`config.mk`:
```
export PLATFORM = sky130hd
export DESIGN_NAME = exception_priority_vector
export DESIGN_NICKNAME = d
export VERILOG_FILES = /design/src/exc_prio_pkg.sv /design/src/exception_priority_vector.sv
export VERILOG_INCLUDE_DIRS = /design/src /design/src/src
export SDC_FILE = /design/constraint.sdc
export NUM_CORES = 1
export LEC_CHECK = 0
export ABC_CLOCK_PERIOD_IN_PS = 103800
export BUFFER_PORTS_ARGS = -buffer_cell sky130_fd_sc_hd__clkbuf_2
export CAP_MARGIN = 10
export CORE_ASPECT_RATIO = 0.8
export CORE_UTILIZATION = 35
export DETAILED_ROUTE_END_ITERATION = 10
export PLACE_DENSITY_LB_ADDON = 0.1
export SYNTH_ARGS = -nofsm -noshare
export SYNTH_HDL_FRONTEND = slang
export SYNTH_SLANG_ARGS = --single-unit
```
`constraint.sdc`:
```
create_clock -name core_clk -period 103.8 [get_ports core_clk]
set_clock_uncertainty 0.15 [all_clocks]
set_input_delay 10.38 -clock core_clk [delete_from_list [all_inputs] [get_ports core_clk]]
set_output_delay 10.38 -clock core_clk [all_outputs]
set_load 0.01 [all_outputs]
```
`src/exc_prio_cfg.svh`:
```
// Constants for the exception priority and vector lookup block
`ifndef EXC_PRIO_CFG_SVH
`define EXC_PRIO_CFG_SVH

`define EXC_NUM_W        6
`define PRIO_W           3
`define LEVEL_W          4
`define IRQ_COUNT        30
`define IRQ_FIRST_EXC    6'h10
`define EXC_RESET        6'h01
`define EXC_NMI          6'h02
`define EXC_HARDFAULT    6'h03
`define EXC_MEMFAULT     6'h04
`define EXC_BUSFAULT     6'h05
`define EXC_USAGEFAULT   6'h06
`define EXC_SVCALL       6'h0B
`define EXC_DEBUGMON     6'h0C
`define EXC_PEND_SERVICE 6'h0E
`define EXC_SYSTICK      6'h0F
`define EXC_NONE         6'h00
`define OFS_STACK_TOP    32'h0000_0000
`define OFS_PEND_SERVICE 32'h0000_0038
`define OFS_SYSTICK      32'h0000_003C
`define OFS_IRQ_BASE     32'h0000_0040
`define VTOR_RESET       32'h0000_0000
`define VTOR_MIN         32'h0000_0100
`define VTOR_MAX         32'h3FFF_FF00
`define VTOR_ALIGN_MASK  32'h0000_00FF
`define IRQ_RSVD_MASK    30'h0003_C200
`define PRIO_RESET       3'h0
`define LVL_RESET        4'h0
`define LVL_NMI          4'h1
`define LVL_HARDFAULT    4'h2
`define LVL_CFG_OFS      4'h3
`define LVL_IDLE         4'hF

`endif

```
`src/exc_prio_pkg.sv`:
```
// Types for the exception priority and vector lookup block
package exc_prio_pkg;
    typedef enum logic [2:0] {
        ST_FETCH_SP = 3'h1,
        ST_FETCH_RV = 3'h2,
        ST_RUN      = 3'h4
    } boot_state_type;
endpackage

```
`src/exception_priority_vector.sv`:
```
// Exception prioritisation, preemption decision and vector address lookup
// Notes on behaviour
// - Pend service 0x38, tick 0x3C, IRQs from 0x40
// - IRQ n is exception n+16; 9,14-17 reserved
// - Configurable priorities reset to zero
// - Reset forces vector base to zero
// - Relocated base must be 0x100..0x3FFFFF00
// - Smaller priority value is more urgent
// - Reset, NMI, hard fault priorities fixed
// - Configurable levels 0-7, below fixed ones
// - Ties go to smallest exception number
// - Strictly more urgent exception preempts handler
// - Equal priority stays pending, no preemption
// - NMI always enabled, level -2, unmaskable
// - Hard fault -1, reset -3
// - Stack pointer fetched from offset zero first
`timescale 1ns/10ps
`default_nettype none
`include "exc_prio_cfg.svh"

module exception_priority_vector
(
    // Clock and reset
    input  wire logic                     core_clk,
    input  wire logic                     arst_n,
    // Exception and interrupt requests
    input  wire logic                     nmi_req,
    input  wire logic                     hardfault_req,
    input  wire logic                     memfault_req,
    input  wire logic                     busfault_req,
    input  wire logic                     usagefault_req,
    input  wire logic                     svcall_req,
    input  wire logic                     debugmon_req,
    input  wire logic                     pendable_service_request,
    input  wire logic                     systick_req,
    input  wire logic [`IRQ_COUNT-1:0]    irq_req,
    input  wire logic [`IRQ_COUNT-1:0]    irq_enable,
    // Priority configuration
    input  wire logic [3*`IRQ_COUNT-1:0]  irq_priority_regs,
    input  wire logic [3*7-1:0]           system_handler_priority_reg,
    input  wire logic                     priority_write,
    // Vector table relocation
    input  wire logic [31:0]              vector_base_offset_reg,
    input  wire logic                     vector_base_write,
    input  wire logic                     privileged,
    // Core handshake
    input  wire logic                     boot_fetch_done,
    input  wire logic                     exc_taken,
    input  wire logic                     exc_return,
    // Results
    output logic                          boot_fetch_valid,
    output logic [31:0]                   boot_fetch_addr,
    output logic                          exc_valid,
    output logic                          exc_preempt,
    output logic [`EXC_NUM_W-1:0]         exc_number,
    output logic [31:0]                   exc_vector_addr,
    output logic [`EXC_NUM_W-1:0]         active_number,
    output logic [31:0]                   vector_base,
    output logic                          vector_base_reject
);

    // ------------------------------------------------------------
    // Priority storage
    // ------------------------------------------------------------
    logic [`PRIO_W-1:0] irq_prio [`IRQ_COUNT];
    logic [`PRIO_W-1:0] sys_prio [7];
    logic [`LEVEL_W-1:0] active_level;
    exc_prio_pkg::boot_state_type boot_state;

    // ------------------------------------------------------------
    // Decoding helpers
    // ------------------------------------------------------------
    // Exception number of system slot k: mem,bus,usage,svc,dbg,pend,tick
    function automatic logic [`EXC_NUM_W-1:0] sys_slot_num(input int k);
        case (k)
            0: sys_slot_num = `EXC_MEMFAULT;
            1: sys_slot_num = `EXC_BUSFAULT;
            2: sys_slot_num = `EXC_USAGEFAULT;
            3: sys_slot_num = `EXC_SVCALL;
            4: sys_slot_num = `EXC_DEBUGMON;
            5: sys_slot_num = `EXC_PEND_SERVICE;
            default: sys_slot_num = `EXC_SYSTICK;
        endcase
    endfunction

    // Configurable value 0-7 maps to levels above the fixed ones
    function automatic logic [`LEVEL_W-1:0] cfg_level(input logic [`PRIO_W-1:0] p);
        cfg_level = {1'b0, p} + `LVL_CFG_OFS;
    endfunction

    // Base plus four times exception number
    function automatic logic [31:0] vec_addr(input logic [31:0] base,
                                             input logic [`EXC_NUM_W-1:0] n);
        vec_addr = base + {24'h00_0000, n, 2'b00};
    endfunction

    // ------------------------------------------------------------
    // Priority capture
    // ------------------------------------------------------------
    // All levels load together so no half-written set is ever arbitrated
    genvar gi;
    generate
        for (gi = 0; gi < `IRQ_COUNT; gi++)
        begin : g_irq_prio
            always_ff @(posedge core_clk or negedge arst_n)
            begin
                if (!arst_n)
                    irq_prio[gi] <= `PRIO_RESET;
                else if (priority_write)
                    irq_prio[gi] <= irq_priority_regs[`PRIO_W*gi +: `PRIO_W];
            end
        end
        for (gi = 0; gi < 7; gi++)
        begin : g_sys_prio
            always_ff @(posedge core_clk or negedge arst_n)
            begin
                if (!arst_n)
                    sys_prio[gi] <= `PRIO_RESET;
                else if (priority_write)
                    sys_prio[gi] <= system_handler_priority_reg[`PRIO_W*gi +: `PRIO_W];
            end
        end
    endgenerate

    // ------------------------------------------------------------
    // Arbitration
    // ------------------------------------------------------------
    logic [`LEVEL_W-1:0]   best_level;
    logic [`EXC_NUM_W-1:0] best_num;
    logic [6:0]            sys_req;
    logic [`IRQ_COUNT-1:0] irq_live;

    assign sys_req = {systick_req, pendable_service_request, debugmon_req, svcall_req,
                      usagefault_req, busfault_req, memfault_req};
    // Reserved numbers have no source; masked so a stray line cannot win
    assign irq_live = irq_req & irq_enable & ~`IRQ_RSVD_MASK;

    // Scan in ascending number; strict compare keeps the lower number on ties
    always_comb
    begin
        best_level = `LVL_IDLE;
        best_num   = `EXC_NONE;
        if (nmi_req)
        begin
            best_level = `LVL_NMI;
            best_num   = `EXC_NMI;
        end
        if (hardfault_req && `LVL_HARDFAULT < best_level)
        begin
            best_level = `LVL_HARDFAULT;
            best_num   = `EXC_HARDFAULT;
        end
        for (int k = 0; k < 7; k++)
        begin
            if (sys_req[k] && cfg_level(sys_prio[k]) < best_level)
            begin
                best_level = cfg_level(sys_prio[k]);
                best_num   = sys_slot_num(k);
            end
        end
        for (int k = 0; k < `IRQ_COUNT; k++)
        begin
            if (irq_live[k] && cfg_level(irq_prio[k]) < best_level)
            begin
                best_level = cfg_level(irq_prio[k]);
                best_num   = `IRQ_FIRST_EXC + 6'(k);
            end
        end
    end

    // ------------------------------------------------------------
    // Vector base
    // ------------------------------------------------------------
    logic base_in_range;
    logic base_aligned;
    logic base_ok;
    assign base_in_range = vector_base_offset_reg >= `VTOR_MIN &&
                           vector_base_offset_reg <= `VTOR_MAX;
    assign base_aligned  = (vector_base_offset_reg & `VTOR_ALIGN_MASK) == 32'h0000_0000;
    assign base_ok       = base_in_range && base_aligned;

    // Refusal pulses for one cycle; the base keeps its old value
    always_ff @(posedge core_clk or negedge arst_n)
    begin
        if (!arst_n)
            vector_base_reject <= 1'b0;
        else
            vector_base_reject <= vector_base_write && !(privileged && base_ok);
    end

    always_ff @(posedge core_clk or negedge arst_n)
    begin
        if (!arst_n)
            vector_base <= `VTOR_RESET;
        else if (vector_base_write && privileged && base_ok)
            vector_base <= vector_base_offset_reg;
    end

    // ------------------------------------------------------------
    // Boot fetch sequence
    // ------------------------------------------------------------
    always_ff @(posedge core_clk or negedge arst_n)
    begin
        if (!arst_n)
            boot_state <= exc_prio_pkg::ST_FETCH_SP;
        else
            case (boot_state)
                exc_prio_pkg::ST_FETCH_SP:
                    if (boot_fetch_done)
                        boot_state <= exc_prio_pkg::ST_FETCH_RV;
                exc_prio_pkg::ST_FETCH_RV:
                    if (boot_fetch_done)
                        boot_state <= exc_prio_pkg::ST_RUN;
                exc_prio_pkg::ST_RUN:
                    boot_state <= exc_prio_pkg::ST_RUN;
                default:
                    boot_state <= exc_prio_pkg::ST_FETCH_SP;
            endcase
    end

    always_ff @(posedge core_clk or negedge arst_n)
    begin
        if (!arst_n)
            boot_fetch_valid <= 1'b0;
        else
            boot_fetch_valid <= boot_state != exc_prio_pkg::ST_RUN &&
                                !(boot_state == exc_prio_pkg::ST_FETCH_RV && boot_fetch_done);
    end

    // Stack top first, then reset vector, both relative to the live base
    always_ff @(posedge core_clk or negedge arst_n)
    begin
        if (!arst_n)
            boot_fetch_addr <= `OFS_STACK_TOP;
        else if (boot_state == exc_prio_pkg::ST_FETCH_SP && !boot_fetch_done)
            boot_fetch_addr <= vector_base + `OFS_STACK_TOP;
        else
            boot_fetch_addr <= vec_addr(vector_base, `EXC_RESET);
    end

    // ------------------------------------------------------------
    // Active handler and preemption
    // ------------------------------------------------------------
    // Single nesting level tracked; stacking of outer handlers is the core's job
    always_ff @(posedge core_clk or negedge arst_n)
    begin
        if (!arst_n)
        begin
            active_level  <= `LVL_IDLE;
            active_number <= `EXC_NONE;
        end
        else if (exc_taken && exc_valid)
        begin
            active_level  <= best_level;
            active_number <= best_num;
        end
        else if (exc_return)
        begin
            active_level  <= `LVL_IDLE;
            active_number <= `EXC_NONE;
        end
    end

    // Winner beats the running handler; an equal level never counts
    logic outranks;
    assign outranks = best_level < active_level;

    always_ff @(posedge core_clk or negedge arst_n)
    begin
        if (!arst_n)
        begin
            exc_valid   <= 1'b0;
            exc_preempt <= 1'b0;
        end
        else
        begin
            // Equal level keeps waiting as pending
            exc_valid   <= boot_state == exc_prio_pkg::ST_RUN &&
                           outranks && !exc_taken;
            exc_preempt <= outranks &&
                           active_level != `LVL_IDLE;
        end
    end

    // Payload follows the winner every cycle; only meaningful with the offer flag
    always_ff @(posedge core_clk or negedge arst_n)
    begin
        if (!arst_n)
        begin
            exc_number      <= `EXC_NONE;
            exc_vector_addr <= `VTOR_RESET;
        end
        else
        begin
            exc_number      <= best_num;
            exc_vector_addr <= vec_addr(vector_base, best_num);
        end
    end

endmodule
`default_nettype wire

```
==> results.json, run 1 <==
{
  "combPwrFrac": 0.742,
  "powerDensity_nw_per_um2": 39.56,
  "vias_per_cell": 5.339,
  "yosysTopAreaCell": "dfrtp_1",
  "p_clk_frac": 0.132,
  "cts_root_buf": "clkbuf_16",
  "crit_arrival_ns": 61.40,
  "synth.top_cell.area_share": 0.3200,
  "synth_edf_count": 0,
  "finalNonFillerCells": 2826,
  "cts.clk_slew.worst_paths_ns": 0.06,
  "switching_share": 0.5135,
  "max_freq_mhz": 16.37,
  "cp_slowest_cell": "nor4_4",
  "drc": 0,
  "tritoncts": "done",
  "dr.first_iter.drc_count": 909,
  "grt_use_total": 0.2027,
  "syn_avg_cell_area_um2": 8.571,
  "report.final.setup_viol": 0,
  "ys.flop_type": "dfrtp_1",
  "yosysWarningCount": 0,
  "ioPinCount": 332,
  "rows": 70,
  "rsz0062_at_grt": "false",
  "dpl.cell_count": 2778,
  "syn_nets": 2196,
  "p_leak_uw": 0.009173,
  "hold_class": "reg2reg",
  "postCtsSetupBuffers": 0,
  "hold_buffers": 0,
  "clk_path_buf_depth": 3,
  "via_count": 15090,
  "cp_common_cell": "ha_1",
  "intPower_uw": 372.7,
  "cp-start-kind": "input port",
  "finalHoldViolCount": 0,
  "worst_slew_pin_slew_ns": 0.9549,
  "synth_area_um2": 16270,
  "maxCapViolations": 0,
  "layout-drive-gt1-share": 0.2314,
  "critPathKind": "in2reg",
  "switchingPower_uw": 393.4,
  "ys_seq_area_frac": 0.3281,
  "finalWirelength_mm": 48.99,
  "rr_worst_depth": 218,
  "clk_latency_ns": 0.58,
  "hold_path_depth": 0,
  "cp_max_fo": 12,
  "seq_power_share": 0.126,
  "post_cts_resized": 0,
  "fin_nets": 2493,
  "synthCells": 1898,
  "cts_inserted_buffers": 27,
  "async_reset_ff_frac": 1.000,
  "gp_congestion": 0.8856,
  "die_x_um": 243.0,
  "synth_seq_cells": 213,
  "slew_violations": 0,
  "grt_pass1_vias": 14450,
  "min_period_over_period": 0.5887,
  "grt_pass1_wl_mm": 78.10,
  "grt_max_degree": 86,
  "initial_core_util": 0.3551,
  "total_power_uw": 766.0,
  "antenna_left": 0,
  "crit_required_ns": 104.10,
  "htree_levels": 1,
  "drt_first_pass_iters": 5,
  "endpoint_kind": "flop",
  "cts_sinks": 213,
  "critical-path-max-stage-delay_ns": 0.63,
  "slew-limit-headroom": 0.3634,
  "wl_per_cell_um": 17.34,
  "coreArea_um2": 45810,
  "place_hpwl_mm": 39.28,
  "setup-tns-final_ns": 0,
  "portBuffers": 306,
  "status": "finished, final reports clean",
  "die-area_um2": 47350,
  "grt_antenna_before_repair": 1,
  "grt_overflow": 0,
  "die_h_um": 194.8,
  "peakVddDrop_mv": 0.01929,
  "area_growth_pct": 19.04,
  "synth.distinct_cells": 114,
  "period_needed_ns": 61.10,
  "synth_area_leaders": "dfrtp_1 (32%), ha_1 (5.9%), o21ai_0 (4.8%)"
}
## routing by layer
layer  global-route usage  vias to the layer above  share of wire
li1                     -                     7487              -
met1               0.2942                     7226           0.50
met2               0.3171                      321           0.44
met3              0.02955                       53          0.042
met4              0.04356                        0          0.021
met5                    0                        -              0
## power groups by stage
stage	Combinational (uW)	Sequential, uW	Clock [uW]
CTS	568	96.9	104
finish	568	96.8	101
global route	634	97.8	107
global placement	559	98.3	0
detailed placement	565	98.3	0
floorplan	433	98.2	0
## per-stage QoR
stage | hold WS (ns) | utilization | worst slack, ns | cell area, um^2
2_1_floorplan | 0.2776 | - | 51.89 | 16270
4_1_cts | 0.2530 | 0.4227 | 42.97 | 19360
3_5_place_dp | 0.2352 | 0.4022 | 42.55 | 18420
3_3_place_gp | 0.2323 | 0.4022 | 42.62 | 18420
6_report | 0.2585 | 0.4228 | 42.70 | 19360
5_1_grt | 0.2639 | 0.4228 | 38.60 | 19360
## worst max-delay path, delay by kind of cell
kind / cells / cell delay, ns
adder cells (fa/ha/maj): 31 / 9.06
XOR/XNOR: 1 / 0.17
AND/OR/NAND/NOR: 69 / 13.40
AO/OA/AOI/OAI: 90 / 22.84
multiplexers: 14 / 4.30
buffers and inverters: 12 / 1.19
## kinds of logic after synthesis
family          count (synthesis)  synth area share
flops                         213            0.3281
xor+xnor                      105           0.05653
simple gates                  620            0.1820
compound gates                576            0.2519
buf+inv                       196           0.04700
mux                            98           0.06661
fa+ha+maj                      90           0.06792
## placed cells by master, fill, tap and decap left out, types with 10 or more instances in the layout
master / Yosys / final
nand2b_1: 21 / 21
nor4_1: 10 / 10
o211ai_1: 19 / 19
nand3_1: 47 / 47
or2_2: 19 / 19
a31oi_1: 27 / 27
mux2i_1: 25 / 25
nand3b_1: 16 / 16
dfrtp_1: 208 / 208
and2_1: 30 / 30
a211oi_1: 13 / 13
mux2_2: 68 / 68
xnor2_1: 71 / 71
nand4_1: 19 / 19
nor3_1: 24 / 24
o22ai_1: 25 / 25
and3_1: 10 / 10
clkbuf_16: 0 / 27
o21ai_1: 19 / 19
nor2_1: 168 / 168
o21a_1: 32 / 32
xor2_1: 34 / 34
inv_1: 150 / 150
a21o_1: 25 / 25
ha_1: 77 / 77
a21oi_1: 82 / 82
clkbuf_2: 1 / 304
nand2_1: 204 / 204
maj3_1: 11 / 11
o21ai_0: 155 / 155
o21bai_1: 10 / 10
or3_1: 14 / 14
## sequential cells by signal (all words and copies together) (netlist names)
| signal | cells |
|---|---|
| active_number | 6 |
| sys_prio | 21 |
| exc_valid | 1 |
| boot_state | 3 |
| boot_fetch_addr | 30 |
| vector_base_reject | 1 |
| boot_fetch_valid | 1 |
| irq_prio | 75 |
| exc_number | 6 |
| exc_preempt | 1 |
| active_level | 4 |
| vector_base | 32 |
| exc_vector_addr | 32 |
## path summary, 6_finish.rpt
check	from	end	slack, ns
setup reg to reg	sys_prio[18]	exc_vector_addr[23]	51.97
min in group asynchronous	arst_n	exc_vector_addr[0]	9.61
hold reg to reg	vector_base[1]	exc_vector_addr[1]	0.26
hold / removal	vector_base[1]	exc_vector_addr[1]	0.26
max in group asynchronous	arst_n	irq_prio[57]	91.60
setup / recovery	hardfault_req	exc_vector_addr[23]	42.70
## cells in the mapped netlist (21+ instances only)
cell type and count:
nand2b_1 21, dfrtp_1 208, o22ai_1 25, mux2_2 68
xnor2_1 71, ha_1 77, and2_1 30, nand3_1 47
o21ai_0 155, a31oi_1 27, nand2_1 204, nor3_1 24
xor2_1 34, o21a_1 32, inv_1 150, a21oi_1 82
nor2_1 168, clkbuf_1 32, mux2i_1 25, a21o_1 25
## cell type report
cell class	count	area [um^2]
timing repair buffer	311	1582
clock inverter	14	220.2
multi-input combinational	1489	10170
sequential	213	5336
tap	612	765.7
fill	4687	26440
clock buffer	33	718.2
antenna	1	2.502
inverter	153	574.3
Note: power is estimated with default switching activity, not from simulation.
==> inputs of run 2 (changes only) <==
ABC_CLOCK_PERIOD_IN_PS = 54700   (was 103800)
clock period = 54.7 ns   (was 103.8 ns; I/O delays follow)
==> run 2 against run 1 <==
Effect of this change: non-clock buffer count increased by 52; combinational power increased by 110%; sequential power increased by 90%; setup slack worse by 39 ns; critical path depth grew 4; cell count is 1.8% higher; total power increased by 100%; first-iteration DRC count rose by 5.6%; register-to-register slack worse by 44 ns; critical path type unchanged; critical endpoint is now exc_vector_addr[30].
==> results.json, run 2 (synthesis gave the netlist of run 1 again) <==
{
  "peakVddDrop_mv": 0.03843,
  "r2r_slack_ns": 7.63,
  "critical-path-max-stage-delay_ns": 0.49,
  "grt_pass1_vias": 14600,
  "top_regs": "irq_prio: 75 flops, exc_vector_addr: 32 flops, vector_base: 32 flops",
  "gp_congestion": 0.8894,
  "cp_common_cell": "ha_1",
  "whs_ns": 0.2495,
  "p_clk_frac": 0.116,
  "crit_buf_inv": 13,
  "hold_path_end": "exc_vector_addr[1]",
  "top_register": "irq_prio",
  "placed_area_um2": 18670,
  "final_cell_mix": "clkbuf_2 (304), dfrtp_1 (208), nand2_1 (204), nor2_1 (167), inv_1 (150)",
  "htree_levels": 1,
  "fin_nets": 2545,
  "hold_class": "reg2reg",
  "ioPinCount": 332,
  "critPathKind": "in2reg",
  "grt_pass1_wl_mm": 80.18,
  "fill_cells": 4593,
  "status": "finished, final reports clean",
  "cp-start-kind": "input port",
  "worst_slew_pin_slew_ns": 1.018,
  "crit_required_ns": 55.00,
  "die-area_um2": 47350,
  "endpoint_kind": "flop",
  "cts.clk_slew.worst_paths_ns": 0.06,
  "grt_overflow": 0,
  "cts_sinks": 213,
  "coreArea_um2": 45810,
  "powerDensity_nw_per_um2": 77.53,
  "n_antenna_cell": 0,
  "setup-tns-final_ns": 0,
  "slew_violations": 0,
  "cts_root_buf": "clkbuf_16",
  "maxCapViolations": 0,
  "clk_latency_ns": 0.57,
  "wl_per_cell_um": 17.53,
  "grt_use_total": 0.2077,
  "r2r-start": "sys_prio[18]",
  "path_depth": 221,
  "dp_slack_ns": 0.01630,
  "rr_endpoint": "exc_vector_addr[30]",
  "grt_max_degree": 86,
  "setup_slack_ns": 3.248,
  "max_freq_mhz": 19.44,
  "portBuffers": 306,
  "finalHoldViolCount": 0,
  "worstHoldStart": "vector_base[1]",
  "layout_commonest_cell": "clkbuf_2",
  "seq_power_share": 0.120,
  "place_hpwl_mm": 39.99,
  "tritoncts": "done",
  "hold_path_depth": 0,
  "grt_antenna_before_repair": 0,
  "switching_share": 0.5084,
  "intPower_uw": 756.4,
  "initial_core_util": 0.3551,
  "switchingPower_uw": 782.2,
  "rr_worst_depth": 222,
  "drc": 0,
  "final_cell_area_um2": 19840,
  "cts_inserted_buffers": 27,
  "dr.first_iter.drc_count": 960,
  "combPwrFrac": 0.765,
  "area_growth_pct": 21.99,
  "report.final.setup_viol": 0,
  "min_period_over_period": 0.9406,
  "die_h_um": 194.8,
  "rows": 70,
  "antenna_left": 0,
  "slew-limit-headroom": 0.3212,
  "layout-drive-gt1-share": 0.2578,
  "cp_max_fo": 11,
  "crit_arrival_ns": 51.75,
  "die_x_um": 243.0,
  "total_power_uw": 1539,
  "finalWirelength_mm": 50.42,
  "cp_slowest_cell": "or3_1",
  "p_leak_uw": 0.009412,
  "vias_per_cell": 5.303,
  "clk_path_buf_depth": 3,
  "drt_first_pass_iters": 5,
  "period_needed_ns": 51.45,
  "path_delay_family": "compound AO/OA/AOI/OAI gates",
  "largest_register_ffs": 75,
  "via_count": 15260
}
==> run 2: cell count changes in the layout (fill, tap and decap cells not counted), sizes merged <==
cell    change
clkbuf      +6
diode       -1
inv         -1
buf        +52
clkinv      -2
bufinv      -3
==> run 2: per-stage QoR <==
stage	util	std cells
after global routing	0.4332	2877
after detailed placement	0.4076	2811
final	0.4332	2877
after floorplan	-	1898
after CTS	0.4266	2858
after global placement	0.4076	2811
==> run 2: worst max-delay path by stage <==
stage	start	end	slack, ns
6_report	hardfault_req	exc_vector_addr[30]	3.25
5_1_grt	hardfault_req	exc_vector_addr[30]	-0.1
4_1_cts	hardfault_req	exc_vector_addr[15]	0.48
3_5_place_dp	hardfault_req	exc_vector_addr[15]	0.02
3_3_place_gp	hardfault_req	exc_vector_addr[30]	0.38
2_1_floorplan	hardfault_req	exc_vector_addr[23]	7.70
==> run 2: timing repair <==
item / CTS / global route
hold buffers: 0 / 0
setup buffers: 0 / 19
gates resized for setup: 0 / 38
endpoints found under the setup margin: 0 / 48
==> run 2: cell type report <==
type                    instances  area, um^2  area share
multi-input cells            1489       10330      0.5204
flip-flops and latches        213        5336      0.2689
repair buffers                363        1972     0.09937
well taps                     612       765.7     0.03859
clock buffers                  39       760.7     0.03834
inverters                     153       574.3     0.02894
clock inverters                 8       107.6    0.005422
==> run 2: power groups by stage <==
| stage | Clock, uW | Combinational (uW) | Sequential (uW) |
|---|---|---|---|
| final | 178 | 1180 | 184 |
| after global routing | 191 | 1300 | 186 |
| after CTS | 185 | 1130 | 184 |
| after detailed placement | 0 | 1130 | 187 |
| after global placement | 0 | 1110 | 187 |
| after floorplan | 0 | 821 | 186 |
==> run 2: metal layers <==
layer	up-vias	wire length [um]	global-route usage
li1	7580	-	-
met1	7307	24820	0.2998
met2	317	22620	0.3279
met3	54	2122	0.03300
met4	0	859	0.03774
met5	-	0	0
